===== src/ftt_bank_regs.vh =====
// Register indices, field positions and reset values of the fan threshold bank.
`ifndef FTT_BANK_REGS_VH
`define FTT_BANK_REGS_VH

// Byte address is four times the register index.
`define FTT_IDX_GROUP_CTRL 8'h01
`define FTT_IDX_RAMP_R1 8'h02
`define FTT_IDX_RAMP_LOC 8'h03
`define FTT_IDX_RAMP_R2 8'h04
`define FTT_IDX_STATUS 8'h05
`define FTT_IDX_R1_CORR 8'h06
`define FTT_IDX_MIN_DUTY_R1 8'h64
`define FTT_IDX_MIN_DUTY_LOC 8'h65
`define FTT_IDX_MIN_DUTY_R2 8'h66
`define FTT_IDX_START_R1 8'h67
`define FTT_IDX_START_LOC 8'h68
`define FTT_IDX_START_R2 8'h69
`define FTT_IDX_CRIT_R1 8'h6A
`define FTT_IDX_CRIT_LOC 8'h6B
`define FTT_IDX_CRIT_R2 8'h6C
`define FTT_IDX_HYST_R1_LOC 8'h6D
`define FTT_IDX_HYST_R2 8'h6E
`define FTT_IDX_PIN_TEST 8'h6F
`define FTT_IDX_R1_OFFSET 8'h70

// Group control fields.
`define FTT_CTRL_LOCK_BIT 0
`define FTT_CTRL_OFS_RANGE_BIT 1
`define FTT_CTRL_PIN_OUT_BIT 2

`define FTT_PIN_TEST_ON_BIT 0

// Reset values.
`define FTT_RST_START 8'h5A
`define FTT_RST_CRIT 8'h64
`define FTT_RST_HYST_R1_LOC 8'h44
`define FTT_RST_HYST_R2 4'h4
`define FTT_RST_MIN_DUTY 8'h80
`define FTT_RST_RAMP 3'h2
`define FTT_RST_ZERO 8'h00

// Limit value that switches the forced full-duty path off.
`define FTT_CRIT_DISABLE 8'h80
`define FTT_DUTY_FULL 8'hFF

`define FTT_RESP_OKAY 2'b00
`define FTT_RESP_SLVERR 2'b10

`endif


===== src/ftt_bank.v =====
// Fan threshold register bank with its automatic fan loop, on AXI4-Lite.
//
// Notes on behaviour
// - Above start temperature, fan ramps from minimum duty
// - Any critical overrun forces all outputs full duty
// - Critical limit 0x80 disables that channel's forcing
// - Full duty holds until below limit minus hysteresis
// - Alert pin pulls low quarter degree past limit
// - Shared register: local low nibble, remote1 high
// - Remote2 hysteresis in high nibble only
// - Hysteresis fields span zero to fifteen degrees
// - Below start, hold minimum duty until hysteresis passes
// - Lock bit makes whole group read-only
// - Test-enable bit zero enters pin-chain test mode
// - Remote1 offset added to every remote1 reading
// - Config bit selects remote1 offset range, resolution
// - Minimum duty scales linearly, 0x00 off, 0xFF full
//
// Temperatures arrive as unsigned quarter degrees: bits [9:2] are whole
// degrees, bits [1:0] the fraction. Channel 0 is remote 1, channel 1 is
// local and channel 2 is remote 2; fan output n follows channel n.
//
// Register access over AXI4-Lite is this design's own decision.
`include "ftt_bank_regs.vh"

module ftt_bank #(
	parameter ADDR_W = 10
) (
	input wire aclk,
	input wire aresetn,
	input wire [ADDR_W-1:0] s_axi_awaddr,
	input wire [2:0] s_axi_awprot,
	input wire s_axi_awvalid,
	output wire s_axi_awready,
	input wire [31:0] s_axi_wdata,
	input wire [3:0] s_axi_wstrb,
	input wire s_axi_wvalid,
	output wire s_axi_wready,
	output reg [1:0] s_axi_bresp,
	output reg s_axi_bvalid,
	input wire s_axi_bready,
	input wire [ADDR_W-1:0] s_axi_araddr,
	input wire [2:0] s_axi_arprot,
	input wire s_axi_arvalid,
	output wire s_axi_arready,
	output reg [31:0] s_axi_rdata,
	output reg [1:0] s_axi_rresp,
	output reg s_axi_rvalid,
	input wire s_axi_rready,
	input wire [9:0] remote1_temp_raw,
	input wire [9:0] local_temp,
	input wire [9:0] remote2_temp,
	output reg [7:0] fan_duty_0,
	output reg [7:0] fan_duty_1,
	output reg [7:0] fan_duty_2,
	output wire pin_chain_test_on,
	output wire overtemp_signal_pin_o,
	output reg overtemp_signal_pin_oe
);

////////////////////////////////////////////////////////////////////////////////

reg [7:0] fan_start_temperature [0:2];
reg [7:0] critical_limit [0:2];
reg [7:0] minimum_fan_duty [0:2];
reg [2:0] fan_ramp_span [0:2];
reg [3:0] local_hyst_nibble;
reg [3:0] remote1_hyst_nibble;
reg [3:0] remote2_hyst_nibble;
reg test_on;
reg [7:0] remote1_temp_offset;
reg lock;
reg offset_coarse;
reg pin_out_en;
reg [2:0] crit_hold;
reg [2:0] fan_active;
reg [9:0] remote1_temp;

reg aw_held;
reg w_held;
reg [ADDR_W-1:0] aw_addr;
reg [31:0] w_data;
reg [3:0] w_strb;

localparam [7:0] RST_HYST_R1_LOC = `FTT_RST_HYST_R1_LOC;

wire [9:0] temp_q [0:2];
wire [3:0] hyst [0:2];

assign temp_q[0] = remote1_temp;
assign temp_q[1] = local_temp;
assign temp_q[2] = remote2_temp;
assign hyst[0] = remote1_hyst_nibble;
assign hyst[1] = local_hyst_nibble;
assign hyst[2] = remote2_hyst_nibble;

assign pin_chain_test_on = test_on;
// The alert pin is open drain: it only ever pulls low.
assign overtemp_signal_pin_o = 1'b0;

////////////////////////////////////////////////////////////////////////////////

// Limit minus hysteresis in degrees, clamped at zero.
function [7:0] sat_sub;
	input [7:0] limit;
	input [3:0] h;
	begin
		if (limit > {4'h0, h}) begin
			sat_sub = limit - {4'h0, h};
		end else begin
			sat_sub = 8'h00;
		end
	end
endfunction

// Degrees widened to quarter degrees, one degree per step.
function [9:0] to_q;
	input [7:0] deg;
	begin
		to_q = {deg, 2'b00};
	end
endfunction

// Ramp from the minimum duty up to full over 2^(code+1) degrees.
// Duty is an 8-bit fraction of full scale, 0x00 off.
function [7:0] ramp_duty;
	input [7:0] dmin;
	input [9:0] excess;
	input [2:0] code;
	reg [17:0] prod;
	reg [17:0] add;
	reg [17:0] sum;
	begin
		prod = {10'h000, 8'hFF - dmin} * {8'h00, excess};
		add = prod >> ({2'b00, code} + 5'd3);
		sum = add + {10'h000, dmin};
		if (sum > 18'h000FF) begin
			ramp_duty = `FTT_DUTY_FULL;
		end else begin
			ramp_duty = sum[7:0];
		end
	end
endfunction

function is_mapped;
	input [7:0] idx;
	begin
		is_mapped = (idx >= `FTT_IDX_GROUP_CTRL && idx <= `FTT_IDX_R1_CORR)
			|| (idx >= `FTT_IDX_MIN_DUTY_R1 && idx <= `FTT_IDX_R1_OFFSET);
	end
endfunction

////////////////////////////////////////////////////////////////////////////////
// Remote 1 correction. The offset is signed; the range bit picks half a
// degree per step (fine) or a whole degree (coarse). The result clamps
// at the ends of the measurement scale rather than wrapping.

wire [11:0] ofs_q = offset_coarse ?
	{{2{remote1_temp_offset[7]}}, remote1_temp_offset, 2'b00} :
	{{3{remote1_temp_offset[7]}}, remote1_temp_offset, 1'b0};
wire [11:0] r1_sum = {2'b00, remote1_temp_raw} + ofs_q;
reg [9:0] next_remote1_temp;

always @* begin
	if (remote1_temp_offset[7] && r1_sum[11]) begin
		next_remote1_temp = 10'h000;
	end else if (!remote1_temp_offset[7] && r1_sum[10]) begin
		next_remote1_temp = 10'h3FF;
	end else begin
		next_remote1_temp = r1_sum[9:0];
	end
end

always @(posedge aclk) begin
	if (!aresetn) begin
		remote1_temp <= 10'h000;
	end else begin
		remote1_temp <= next_remote1_temp;
	end
end

////////////////////////////////////////////////////////////////////////////////
// Fan loop and fail-safe. Forcing is decided on whole degrees above the
// limit; the alert pin reacts a quarter degree past the limit already.
// One degree past is written as more than three quarters past, so that a
// setting of 0xFF cannot wrap the 10-bit threshold round to zero.

reg [2:0] over_crit;
reg [2:0] below_crit_rel;
reg [2:0] alert_hit;
reg [2:0] above_start;
reg [2:0] below_start_rel;
reg [7:0] next_duty [0:2];
integer c;
integer fc;
integer rc;

always @* begin
	for (c = 0; c < 3; c = c + 1) begin
		over_crit[c] = (critical_limit[c] != `FTT_CRIT_DISABLE)
			&& (temp_q[c] > to_q(critical_limit[c]) + 10'd3);
		alert_hit[c] = (critical_limit[c] != `FTT_CRIT_DISABLE)
			&& (temp_q[c] > to_q(critical_limit[c]));
		below_crit_rel[c] = temp_q[c]
			< to_q(sat_sub(critical_limit[c], hyst[c]));
		above_start[c] = temp_q[c]
			> to_q(fan_start_temperature[c]) + 10'd3;
		below_start_rel[c] = temp_q[c]
			< to_q(sat_sub(fan_start_temperature[c], hyst[c]));
		if (!fan_active[c]) begin
			next_duty[c] = 8'h00;
		end else if (temp_q[c] > to_q(fan_start_temperature[c])) begin
			next_duty[c] = ramp_duty(minimum_fan_duty[c],
				temp_q[c] - to_q(fan_start_temperature[c]),
				fan_ramp_span[c]);
		end else begin
			next_duty[c] = minimum_fan_duty[c];
		end
	end
end

always @(posedge aclk) begin
	if (!aresetn) begin
		crit_hold <= 3'b000;
		fan_active <= 3'b000;
		fan_duty_0 <= 8'h00;
		fan_duty_1 <= 8'h00;
		fan_duty_2 <= 8'h00;
		overtemp_signal_pin_oe <= 1'b0;
	end else begin
		for (fc = 0; fc < 3; fc = fc + 1) begin
			if (over_crit[fc]) begin
				crit_hold[fc] <= 1'b1;
			end else if (below_crit_rel[fc]
				|| critical_limit[fc] == `FTT_CRIT_DISABLE) begin
				crit_hold[fc] <= 1'b0;
			end
			if (above_start[fc]) begin
				fan_active[fc] <= 1'b1;
			end else if (below_start_rel[fc]) begin
				fan_active[fc] <= 1'b0;
			end
		end
		// Every output goes to full while any channel is held, so a hung
		// host still gets cooling.
		if (|crit_hold || |over_crit) begin
			fan_duty_0 <= `FTT_DUTY_FULL;
			fan_duty_1 <= `FTT_DUTY_FULL;
			fan_duty_2 <= `FTT_DUTY_FULL;
		end else begin
			fan_duty_0 <= next_duty[0];
			fan_duty_1 <= next_duty[1];
			fan_duty_2 <= next_duty[2];
		end
		overtemp_signal_pin_oe <= pin_out_en && |alert_hit;
	end
end

////////////////////////////////////////////////////////////////////////////////
// AXI4-Lite write path. Address and data are held separately and the
// register is written once both are in; one response at a time.

assign s_axi_awready = !aw_held && !s_axi_bvalid;
assign s_axi_wready = !w_held && !s_axi_bvalid;

wire [7:0] w_idx = aw_addr[ADDR_W-1:2];
wire do_write = aw_held && w_held && !s_axi_bvalid;
wire wr_ok = do_write && is_mapped(w_idx) && w_strb[0] && !lock;
wire [7:0] wb = w_data[7:0];

always @(posedge aclk) begin
	if (!aresetn) begin
		aw_held <= 1'b0;
		w_held <= 1'b0;
		aw_addr <= {ADDR_W{1'b0}};
		w_data <= 32'h00000000;
		w_strb <= 4'h0;
		s_axi_bvalid <= 1'b0;
		s_axi_bresp <= `FTT_RESP_OKAY;
	end else begin
		if (s_axi_awvalid && s_axi_awready) begin
			aw_held <= 1'b1;
			aw_addr <= s_axi_awaddr;
		end
		if (s_axi_wvalid && s_axi_wready) begin
			w_held <= 1'b1;
			w_data <= s_axi_wdata;
			w_strb <= s_axi_wstrb;
		end
		if (do_write) begin
			aw_held <= 1'b0;
			w_held <= 1'b0;
			s_axi_bvalid <= 1'b1;
			s_axi_bresp <= is_mapped(w_idx) ?
				`FTT_RESP_OKAY : `FTT_RESP_SLVERR;
		end else if (s_axi_bvalid && s_axi_bready) begin
			s_axi_bvalid <= 1'b0;
		end
	end
end

always @(posedge aclk) begin
	if (!aresetn) begin
		for (rc = 0; rc < 3; rc = rc + 1) begin
			fan_start_temperature[rc] <= `FTT_RST_START;
			critical_limit[rc] <= `FTT_RST_CRIT;
			minimum_fan_duty[rc] <= `FTT_RST_MIN_DUTY;
			fan_ramp_span[rc] <= `FTT_RST_RAMP;
		end
		remote1_hyst_nibble <= RST_HYST_R1_LOC[7:4];
		local_hyst_nibble <= RST_HYST_R1_LOC[3:0];
		remote2_hyst_nibble <= `FTT_RST_HYST_R2;
		test_on <= 1'b0;
		remote1_temp_offset <= `FTT_RST_ZERO;
		lock <= 1'b0;
		offset_coarse <= 1'b0;
		pin_out_en <= 1'b0;
	end else if (wr_ok) begin
		case (w_idx)
		`FTT_IDX_GROUP_CTRL: begin
			// Lock only sets; reset is the only way back out.
			lock <= wb[`FTT_CTRL_LOCK_BIT];
			offset_coarse <= wb[`FTT_CTRL_OFS_RANGE_BIT];
			pin_out_en <= wb[`FTT_CTRL_PIN_OUT_BIT];
		end
		`FTT_IDX_RAMP_R1: fan_ramp_span[0] <= wb[2:0];
		`FTT_IDX_RAMP_LOC: fan_ramp_span[1] <= wb[2:0];
		`FTT_IDX_RAMP_R2: fan_ramp_span[2] <= wb[2:0];
		`FTT_IDX_MIN_DUTY_R1: minimum_fan_duty[0] <= wb;
		`FTT_IDX_MIN_DUTY_LOC: minimum_fan_duty[1] <= wb;
		`FTT_IDX_MIN_DUTY_R2: minimum_fan_duty[2] <= wb;
		`FTT_IDX_START_R1: fan_start_temperature[0] <= wb;
		`FTT_IDX_START_LOC: fan_start_temperature[1] <= wb;
		`FTT_IDX_START_R2: fan_start_temperature[2] <= wb;
		`FTT_IDX_CRIT_R1: critical_limit[0] <= wb;
		`FTT_IDX_CRIT_LOC: critical_limit[1] <= wb;
		`FTT_IDX_CRIT_R2: critical_limit[2] <= wb;
		`FTT_IDX_HYST_R1_LOC: begin
			local_hyst_nibble <= wb[3:0];
			remote1_hyst_nibble <= wb[7:4];
		end
		`FTT_IDX_HYST_R2: remote2_hyst_nibble <= wb[7:4];
		// Only bit 0 is kept; the upper bits are not storage.
		`FTT_IDX_PIN_TEST: test_on <= wb[`FTT_PIN_TEST_ON_BIT];
		`FTT_IDX_R1_OFFSET: remote1_temp_offset <= wb;
		default: begin
		end
		endcase
	end
end

////////////////////////////////////////////////////////////////////////////////
// AXI4-Lite read path: one cycle from address to data.

assign s_axi_arready = !s_axi_rvalid;

wire [7:0] r_idx = s_axi_araddr[ADDR_W-1:2];
reg [7:0] rd_byte;

always @* begin
	case (r_idx)
	`FTT_IDX_GROUP_CTRL: rd_byte = {5'h00, pin_out_en, offset_coarse, lock};
	`FTT_IDX_RAMP_R1: rd_byte = {5'h00, fan_ramp_span[0]};
	`FTT_IDX_RAMP_LOC: rd_byte = {5'h00, fan_ramp_span[1]};
	`FTT_IDX_RAMP_R2: rd_byte = {5'h00, fan_ramp_span[2]};
	`FTT_IDX_STATUS: rd_byte = {1'b0, overtemp_signal_pin_oe, fan_active,
		crit_hold};
	`FTT_IDX_R1_CORR: rd_byte = remote1_temp[9:2];
	`FTT_IDX_MIN_DUTY_R1: rd_byte = minimum_fan_duty[0];
	`FTT_IDX_MIN_DUTY_LOC: rd_byte = minimum_fan_duty[1];
	`FTT_IDX_MIN_DUTY_R2: rd_byte = minimum_fan_duty[2];
	`FTT_IDX_START_R1: rd_byte = fan_start_temperature[0];
	`FTT_IDX_START_LOC: rd_byte = fan_start_temperature[1];
	`FTT_IDX_START_R2: rd_byte = fan_start_temperature[2];
	`FTT_IDX_CRIT_R1: rd_byte = critical_limit[0];
	`FTT_IDX_CRIT_LOC: rd_byte = critical_limit[1];
	`FTT_IDX_CRIT_R2: rd_byte = critical_limit[2];
	`FTT_IDX_HYST_R1_LOC: rd_byte = {remote1_hyst_nibble, local_hyst_nibble};
	`FTT_IDX_HYST_R2: rd_byte = {remote2_hyst_nibble, 4'h0};
	`FTT_IDX_PIN_TEST: rd_byte = {7'h00, test_on};
	`FTT_IDX_R1_OFFSET: rd_byte = remote1_temp_offset;
	default: rd_byte = 8'h00;
	endcase
end

always @(posedge aclk) begin
	if (!aresetn) begin
		s_axi_rvalid <= 1'b0;
		s_axi_rdata <= 32'h00000000;
		s_axi_rresp <= `FTT_RESP_OKAY;
	end else if (s_axi_arvalid && s_axi_arready) begin
		s_axi_rvalid <= 1'b1;
		s_axi_rdata <= {24'h000000, rd_byte};
		s_axi_rresp <= is_mapped(r_idx) ? `FTT_RESP_OKAY : `FTT_RESP_SLVERR;
	end else if (s_axi_rvalid && s_axi_rready) begin
		s_axi_rvalid <= 1'b0;
	end
end

endmodule


===== config.mk =====
export PLATFORM = sky130hd
export DESIGN_NAME = ftt_bank
export DESIGN_NICKNAME = d
export VERILOG_FILES = /design/src/ftt_bank.v
export VERILOG_INCLUDE_DIRS = /design/src
export SDC_FILE = /design/constraint.sdc
export NUM_CORES = 1
export LEC_CHECK = 0
export BUFFER_PORTS_ARGS = -buffer_cell sky130_fd_sc_hd__clkbuf_2
export CORE_MARGIN = 1.5
export CORE_UTILIZATION = 55
export DETAILED_ROUTE_END_ITERATION = 12
export PLACE_DENSITY_LB_ADDON = 0.1
export SYNTH_ARGS = -nofsm -noshare
export SYNTH_HDL_FRONTEND = slang
export SYNTH_SLANG_ARGS = --single-unit

===== constraint.sdc =====
create_clock -name aclk -period 11.1 [get_ports aclk]
set_clock_uncertainty 0.05 [all_clocks]
set_input_delay 2.22 -clock aclk [delete_from_list [all_inputs] [get_ports aclk]]
set_output_delay 2.22 -clock aclk [all_outputs]
set_load 0.03 [all_outputs]

==> run metrics, run 1 <==
Initial Utilization a little under three fifths; utilization after layout between 50% and 60%; post-CTS setup buffer count 0; Min-Delay Path Class flip-flop to flip-flop; Worst R2R Setup Slack approximately 2000 ps; DRC 6; Final ANT Viol Nets 0; CTS root buf clkbuf_16; Unique masters post-synth 95; initial antenna violation count 2; xor/xnor cell area share of the yosys netlist slightly below 4%; Synth Area in Compound Gates 18.15%; Final Cell Area roughly 24000 um^2; DP HPWL about 50 mm; first-pass GRT wire length approximately 100 mm; most frequent CP cell fa_1; grt total ovfl 0; Primary FF master, synth dfxtp_1; Port Buf Inserts between 100 and 150; Hold Buf Count CTS 0; crit path time final between 10000 and 15000 ps; area of the multi-input gates 16770 um^2; Final Routed Wirelength between 60 and 70 mm; YS warnings 0; Worst setup EP type flip-flop; gpl congestion around 0.93; Slew Viols, Final 0; Fillers approximately 3700; synthesized netlist cell count between 2000 and 3000; Yosys top cell area share 14.34%; Fmax around 95 MHz; CTS tree yes; later-pin clock latency in the skew report between 400 and 500 ps; # rows 74; io pins around 170; Slowest-stage cell, CP or4b_2; fin nets 3280; number of synthesized flops with an enable pin 81; Reg area roughly 4400 um^2; Seq/Total Area, Yosys a little under a fifth; pre-CTS WS around 300 ps; post-synthesis cell area between 20000 and 25000 um^2; critical path data required time between 10000 and 15000 ps; highest cell delay on the worst timing path 600 ps; Die Span X slightly above 200 um; Tcrit/Tclk final 94.38%; Final setup viols 0; Post-Synth Adder-Cell Area approximately 28%; Hold Violations, Final 0; die height approximately 210 um; largest family of logic cells by synthesized area adder cells; Post-DP Area roughly 24000 um^2; CTS sink cnt around 180; simple-gate share of the synthesized area between 10% and 20%; clock-pin slew on the worst setup and hold paths ~80 ps; clock buffer depth 2; Synth area leaders ha_1 14%, fa_1 14%, edfxtp_1 11%; P&R area growth vs syn 6.347%; largest net degree at the start of global routing 76; Pwr Total between 6000 and 7000 uW; Antenna Cells 0; failing checks DRC; status finished with violations; Core Region between 40000 and 50000 um^2; critical path peak fanout 8; Via density 5.954; Setup crit start kind input pin; Final Worst Setup Slack 623.7 ps; max_cap viols 0; critical path type input pin to flip-flop; Worst Tran Pin Value 1205 ps; proportion of layout cells with a drive suffix above 1 around a tenth; cts repair resizes 0; most frequent cell after synthesis inv_1; via count roughly 20000; DR pass1 iterations 10; Hold WS 414.5 ps; Max transition margin between 10% and 20%; vias in the first global route roughly 19000; Async SR Flop Fraction 0%; DR WL/cell around 19 um; number of CTS-inserted buffers 17; VDD IR max approximately 0.16 mV; initial DRC count approximately 1500; DIE AREA 42960 um^2; pwr dens 250.7 nW/um^2; number of synthesized register bits between 150 and 200; Arr. time, crit path approximately 11000 ps; Synth top cells by count 332 x inv_1, 263 x ha_1, 263 x nor2_1; H-tree depth 4; gr usage total between 20 and 30%; syn_area_per_cell around 8.4 um^2; Synth area leader ha_1; multiplexer area fraction after synthesis roughly 5.2%; Leak Pwr between 0.01 and 0.015 uW
[layer usage]
layer | up-vias | global-route usage [%] | wire length [um]
met2 | 683 | 49.39 | 29590
met3 | 115 | 4.191 | 4604
met4 | 6 | 10.60 | 1897
met1 | 9530 | 40.08 | 27430
li1 | 9351 | - | -
met5 | - | 0 | 48
[where the power goes]
group	switching, uW	internal [uW]
registers	49.9	708
logic	2700	2000
clock network	344	316
total	3100	3020
[placed cells by master (no fill, tap or decap), types with 46 or more instances in the layout]
cell type  instances
ha_1             263
inv_1            332
or2_2             46
xnor2_1           62
nand2_1          203
nand3_1           48
edfxtp_1          81
dfxtp_1           96
mux2i_1           58
nor2b_1           86
nor2_1           263
fa_1             157
a21oi_1          151
o21ai_0          136
a21o_1            72
clkbuf_2         101
[sequential cells by signal, summed over array words and instances, names as in the netlist, 3 cells and up]
name / cells
fan_duty_1: 8
remote1_temp: 10
remote1_temp_offset: 8
fan_duty_0: 8
fan_duty_2: 8
crit_hold: 3
s_axi_rdata: 8
minimum_fan_duty: 24
remote1_hyst_nibble: 4
local_hyst_nibble: 4
fan_active: 3
aw_addr: 8
remote2_hyst_nibble: 4
critical_limit: 24
w_data: 8
fan_ramp_span: 9
fan_start_temperature: 24
[final cells by class]
| cell class | count | share of cell area, % |
|---|---|---|
| clock buffer | 17 | 1.743 |
| timing repair buffer | 129 | 2.933 |
| tap | 532 | 2.728 |
| clock inverter | 15 | 0.8819 |
| sequential | 177 | 17.84 |
| inverter | 334 | 5.137 |
| multi-input combinational | 2102 | 68.73 |
[worst max-delay path: cells and delay by family]
kind,cells,cell delay [ps]
and+or+nand+nor,6,1310
xor gates and xnor gates,2,420
adders and majority gates,8,3160
AOI/OAI and AO/OA,14,2740
muxes,2,360
buffers and inverters,5,550
[logic make-up after synthesis]
logic type      after synthesis
compound gates              632
xor+xnor                    104
fa+ha+maj                   420
buf+inv                     466
flops                       177
mux                          98
other cells                   1
simple gates                821
[worst paths after layout]
kind / startpoint / endpoint / cells after the start
max: local_temp[2] / fan_duty_1[1]$_SDFF_PN0_ / 37
min: s_axi_rdata[2]$_SDFFE_PN0P_ / s_axi_rdata[2]$_SDFFE_PN0P_ / 2
max reg2reg: remote1_temp[2]$_SDFF_PP0_ / fan_duty_0[2]$_SDFF_PN0_ / 35
min reg2reg: s_axi_rdata[2]$_SDFFE_PN0P_ / s_axi_rdata[2]$_SDFFE_PN0P_ / 2
[per-stage QoR]
| stage | std cells | setup TNS, ps |
|---|---|---|
| floorplan | 2745 | 0 |
| global placement | 3274 | 0 |
| detailed placement | 3274 | 0 |
| CTS | 3306 | 0 |
| global route | 3306 | -33.94 |
| finish | 3306 | 0 |
Note: power is estimated with default switching activity, not from simulation.
==> run 2: changes to the inputs <==
--- a/config.mk
+++ b/config.mk
@@ -6,8 +6,8 @@
 export SDC_FILE = /design/constraint.sdc
 export NUM_CORES = 1
 export LEC_CHECK = 0
+export ABC_AREA = 1
 export BUFFER_PORTS_ARGS = -buffer_cell sky130_fd_sc_hd__clkbuf_2
-export CORE_MARGIN = 1.5
 export CORE_UTILIZATION = 55
 export DETAILED_ROUTE_END_ITERATION = 12
 export PLACE_DENSITY_LB_ADDON = 0.1
==> run metrics, run 2 <==
Synth area leaders ha_1 14%, fa_1 14%, edfxtp_1 10% (was ha_1 14%, fa_1 14%, edfxtp_1 11%); Slowest-stage cell, CP xnor2_1 (was or4b_2); Slew Viols, Final 0 (unchanged); Hold Violations, Final 0 (unchanged); P_sw 3277 uW (was 3099 uW); Final Worst Setup Slack 1273 ps (was 623.7 ps); number of CTS-inserted buffers 17 (unchanged); CTS root buf clkbuf_16 (unchanged); critical path peak fanout 8 (unchanged); setup TNS 0 ps (unchanged); gr usage total 32.91% (was 29.86%); CTS sink cnt 177 (unchanged); grt total ovfl 0 (unchanged); leading cell types in the layout, fill and taps excluded 583 x nand2_1, 582 x inv_1, 354 x nor2_1 (was 332 x inv_1, 263 x nor2_1, 263 x ha_1); post-CTS setup buffer count 0 (unchanged); Clk pwr share 10.6% (was 10.8%); Yosys top cell area share 14.18% (was 14.34%); H-tree depth 4 (unchanged); Min-Delay Path Class flip-flop to flip-flop (unchanged); Arr. time, crit path 10090 ps (was 10770 ps); Die Span X 207.4 um (was 207.3 um); Int Pwr 2653 uW (was 3020 uW); DIE AREA 43030 um^2 (was 42960 um^2); YS warnings 0 (unchanged); critical path depth 42 (was 37); max_cap viols 0 (unchanged); Setup crit start kind input pin (unchanged); Final Routed Wirelength 69.95 mm (was 63.57 mm); critical path type input pin to flip-flop (unchanged); clock-pin slew on the worst setup and hold paths 80 ps (about the same); number of synthesized register bits 177 (unchanged); gpl congestion 0.9661 (was 0.9264); crit path time final 9827 ps (was 10480 ps); fin nets 3843 (was 3280); biggest regs critical_limit (24), fan_start_temperature (24), minimum_fan_duty (24) (unchanged); Initial Utilization 56.33% (was 55.95%); vias in the first global route 21550 (was 19310); Worst setup EP type flip-flop (unchanged); proportion of layout cells with a drive suffix above 1 7.612% (was 9.589%); Seq pwr share 12.6% (was 12.4%); number of synthesized flops with an enable pin 81 (unchanged); commonest non-fill, non-tap cell in the layout nand2_1 (was inv_1); RSZ-0062 raised after global routing no; Leak Pwr 0.01235 uW (was 0.01138 uW); Post-DP Area 24080 um^2 (was 23760 um^2); Hold Buf Count CTS 0 (unchanged); DR WL/cell 18.06 um (was 19.23 um); Layout Cells excl Fill 3872 (was 3306); VDD IR max 0.2345 mV (was 0.1621 mV); clock buffer depth 2 (unchanged); cts repair resizes 0 (unchanged); Fmax 101.8 MHz (was 95.45 MHz); first-pass GRT wire length 111.9 mm (was 102.1 mm); Final setup viols 0 (unchanged); Tcrit/Tclk final 88.54% (was 94.38%); critical path data required time 11370 ps (was 11400 ps); initial antenna violation count 4 (was 2); Async SR Flop Fraction 0% (unchanged); Core Region 41200 um^2 (was 41020 um^2); Synth area leader ha_1 (unchanged); synthesized netlist cell count 3266 (was 2719); Inst Count DP 3836 (was 3274); Unique masters post-synth 64 (was 95); Worst Tran Pin Value 1248 ps (was 1205 ps); Max transition margin 16.03% (was 18.82%); pwr dens 240.0 nW/um^2 (was 250.7 nW/um^2); most frequent cell after synthesis nand2_1 (was inv_1); io pins 167 (unchanged); highest cell delay on the worst timing path 630 ps (was 600 ps); Final ANT Viol Nets 0 (unchanged); largest net degree at the start of global routing 52 (was 76); CTS tree yes (unchanged); DRC 0 (was 6); pre-CTS WS 873.7 ps (was 301.2 ps); Synth top cells by count 583 x nand2_1, 582 x inv_1, 354 x nor2_1 (was 332 x inv_1, 263 x ha_1, 263 x nor2_1); FF-to-FF path depth 45 (was 35); most frequent CP cell inv_1 (was fa_1); later-pin clock latency in the skew report 480 ps (was 470 ps); P&R area growth vs syn 6.469% (was 6.347%); post-synthesis cell area 23210 um^2 (was 22950 um^2); initial DRC count 2066 (was 1492); via count 22250 (was 19690); die height 207.4 um (was 207.3 um); Final Cell Area 24710 um^2 (was 24400 um^2); # rows 74 (unchanged); Primary FF master, synth dfxtp_1 (unchanged); Hold Path Stages 2 (unchanged); DP HPWL 57.41 mm (was 50.66 mm); Buf/Inv on CP 11 (was 5); Via density 5.745 (was 5.954); syn_area_per_cell 7.107 um^2 (was 8.440 um^2); Seq/Total Area, Yosys 18.76% (was 18.97%); Port Buf Inserts 102 (unchanged); CP delay by family, top adder cells (unchanged); Sw Ratio 55.27% (was 50.65%); status finished, final reports clean (was finished with violations); DR pass1 iterations 6 (was 10); Gate power share 76.8% (about the same)
[run 2: kinds of logic after synthesis]
| kind of cell | share of synthesized area [%] |
|---|---|
| other | 0.01616 |
| AOI/OAI and AO/OA | 13.52 |
| DFF | 18.76 |
| and+or+nand+nor | 25.77 |
| xor gates and xnor gates | 2.113 |
| buffers and inverters | 11.89 |
| adders and majority gates | 27.72 |
| muxes | 0.2156 |
[run 2: cell type report]
type / count / area [um^2]
Antenna cell: 3 / 7.507
Clock buffer: 19 / 454.2
Clock inverter: 13 / 162.7
Fill cell: 3965 / 16490
Inverter: 602 / 2260
Multi-Input combinational cell: 2412 / 16210
Sequential cell: 177 / 4354
Tap cell: 532 / 665.6
Timing Repair Buffer: 114 / 598.1
[run 2: layer usage]
metal	vias up	part of all wire, %	global-route usage (%)
met5	-	0.016	0
met4	2	2.9	11.76
met3	141	7.4	5.446
met2	853	46	54.99
met1	10520	43	42.92
li1	10730	-	-
[run 2: worst register-to-register path, delay by kind of cell, from the launching register on]
kind            cells  cell delay (ps)
xor+xnor            1              500
flops               1              530
buf+inv             5              360
compound gates     15             2330
simple gates       17             1590
fa+ha+maj           7             3090
[run 2: path summary, 6_finish.rpt]
kind | startpoint | end | slack, ps
min | s_axi_rdata[3]$_SDFFE_PN0P_ | s_axi_rdata[3]$_SDFFE_PN0P_ | 420
max | local_temp[2] | fan_duty_1[0]$_SDFF_PN0_ | 1270
max reg2reg | fan_start_temperature[0][1]$_DFFE_PP_ | fan_duty_0[2]$_SDFF_PN0_ | 2510
min reg2reg | s_axi_rdata[3]$_SDFFE_PN0P_ | s_axi_rdata[3]$_SDFFE_PN0P_ | 420
[run 2: metrics by stage]
stage	hold slack (ps)	total power [uW]	utilization, %
global route	434.1	6648	59.96
detailed placement	410.0	5252	58.45
global placement	404.0	5200	58.45
finish	418.4	5930	59.98
CTS	420.1	5903	59.95
floorplan	393.2	4318	-
[run 2: power groups by stage]
stage | registers, uW | logic (uW) | clock network (uW)
4_1_cts | 746 | 4520 | 635
5_1_grt | 749 | 5240 | 658
3_5_place_dp | 761 | 4490 | 0
3_3_place_gp | 760 | 4440 | 0
6_report | 747 | 4560 | 628
2_1_floorplan | 757 | 3560 | 0
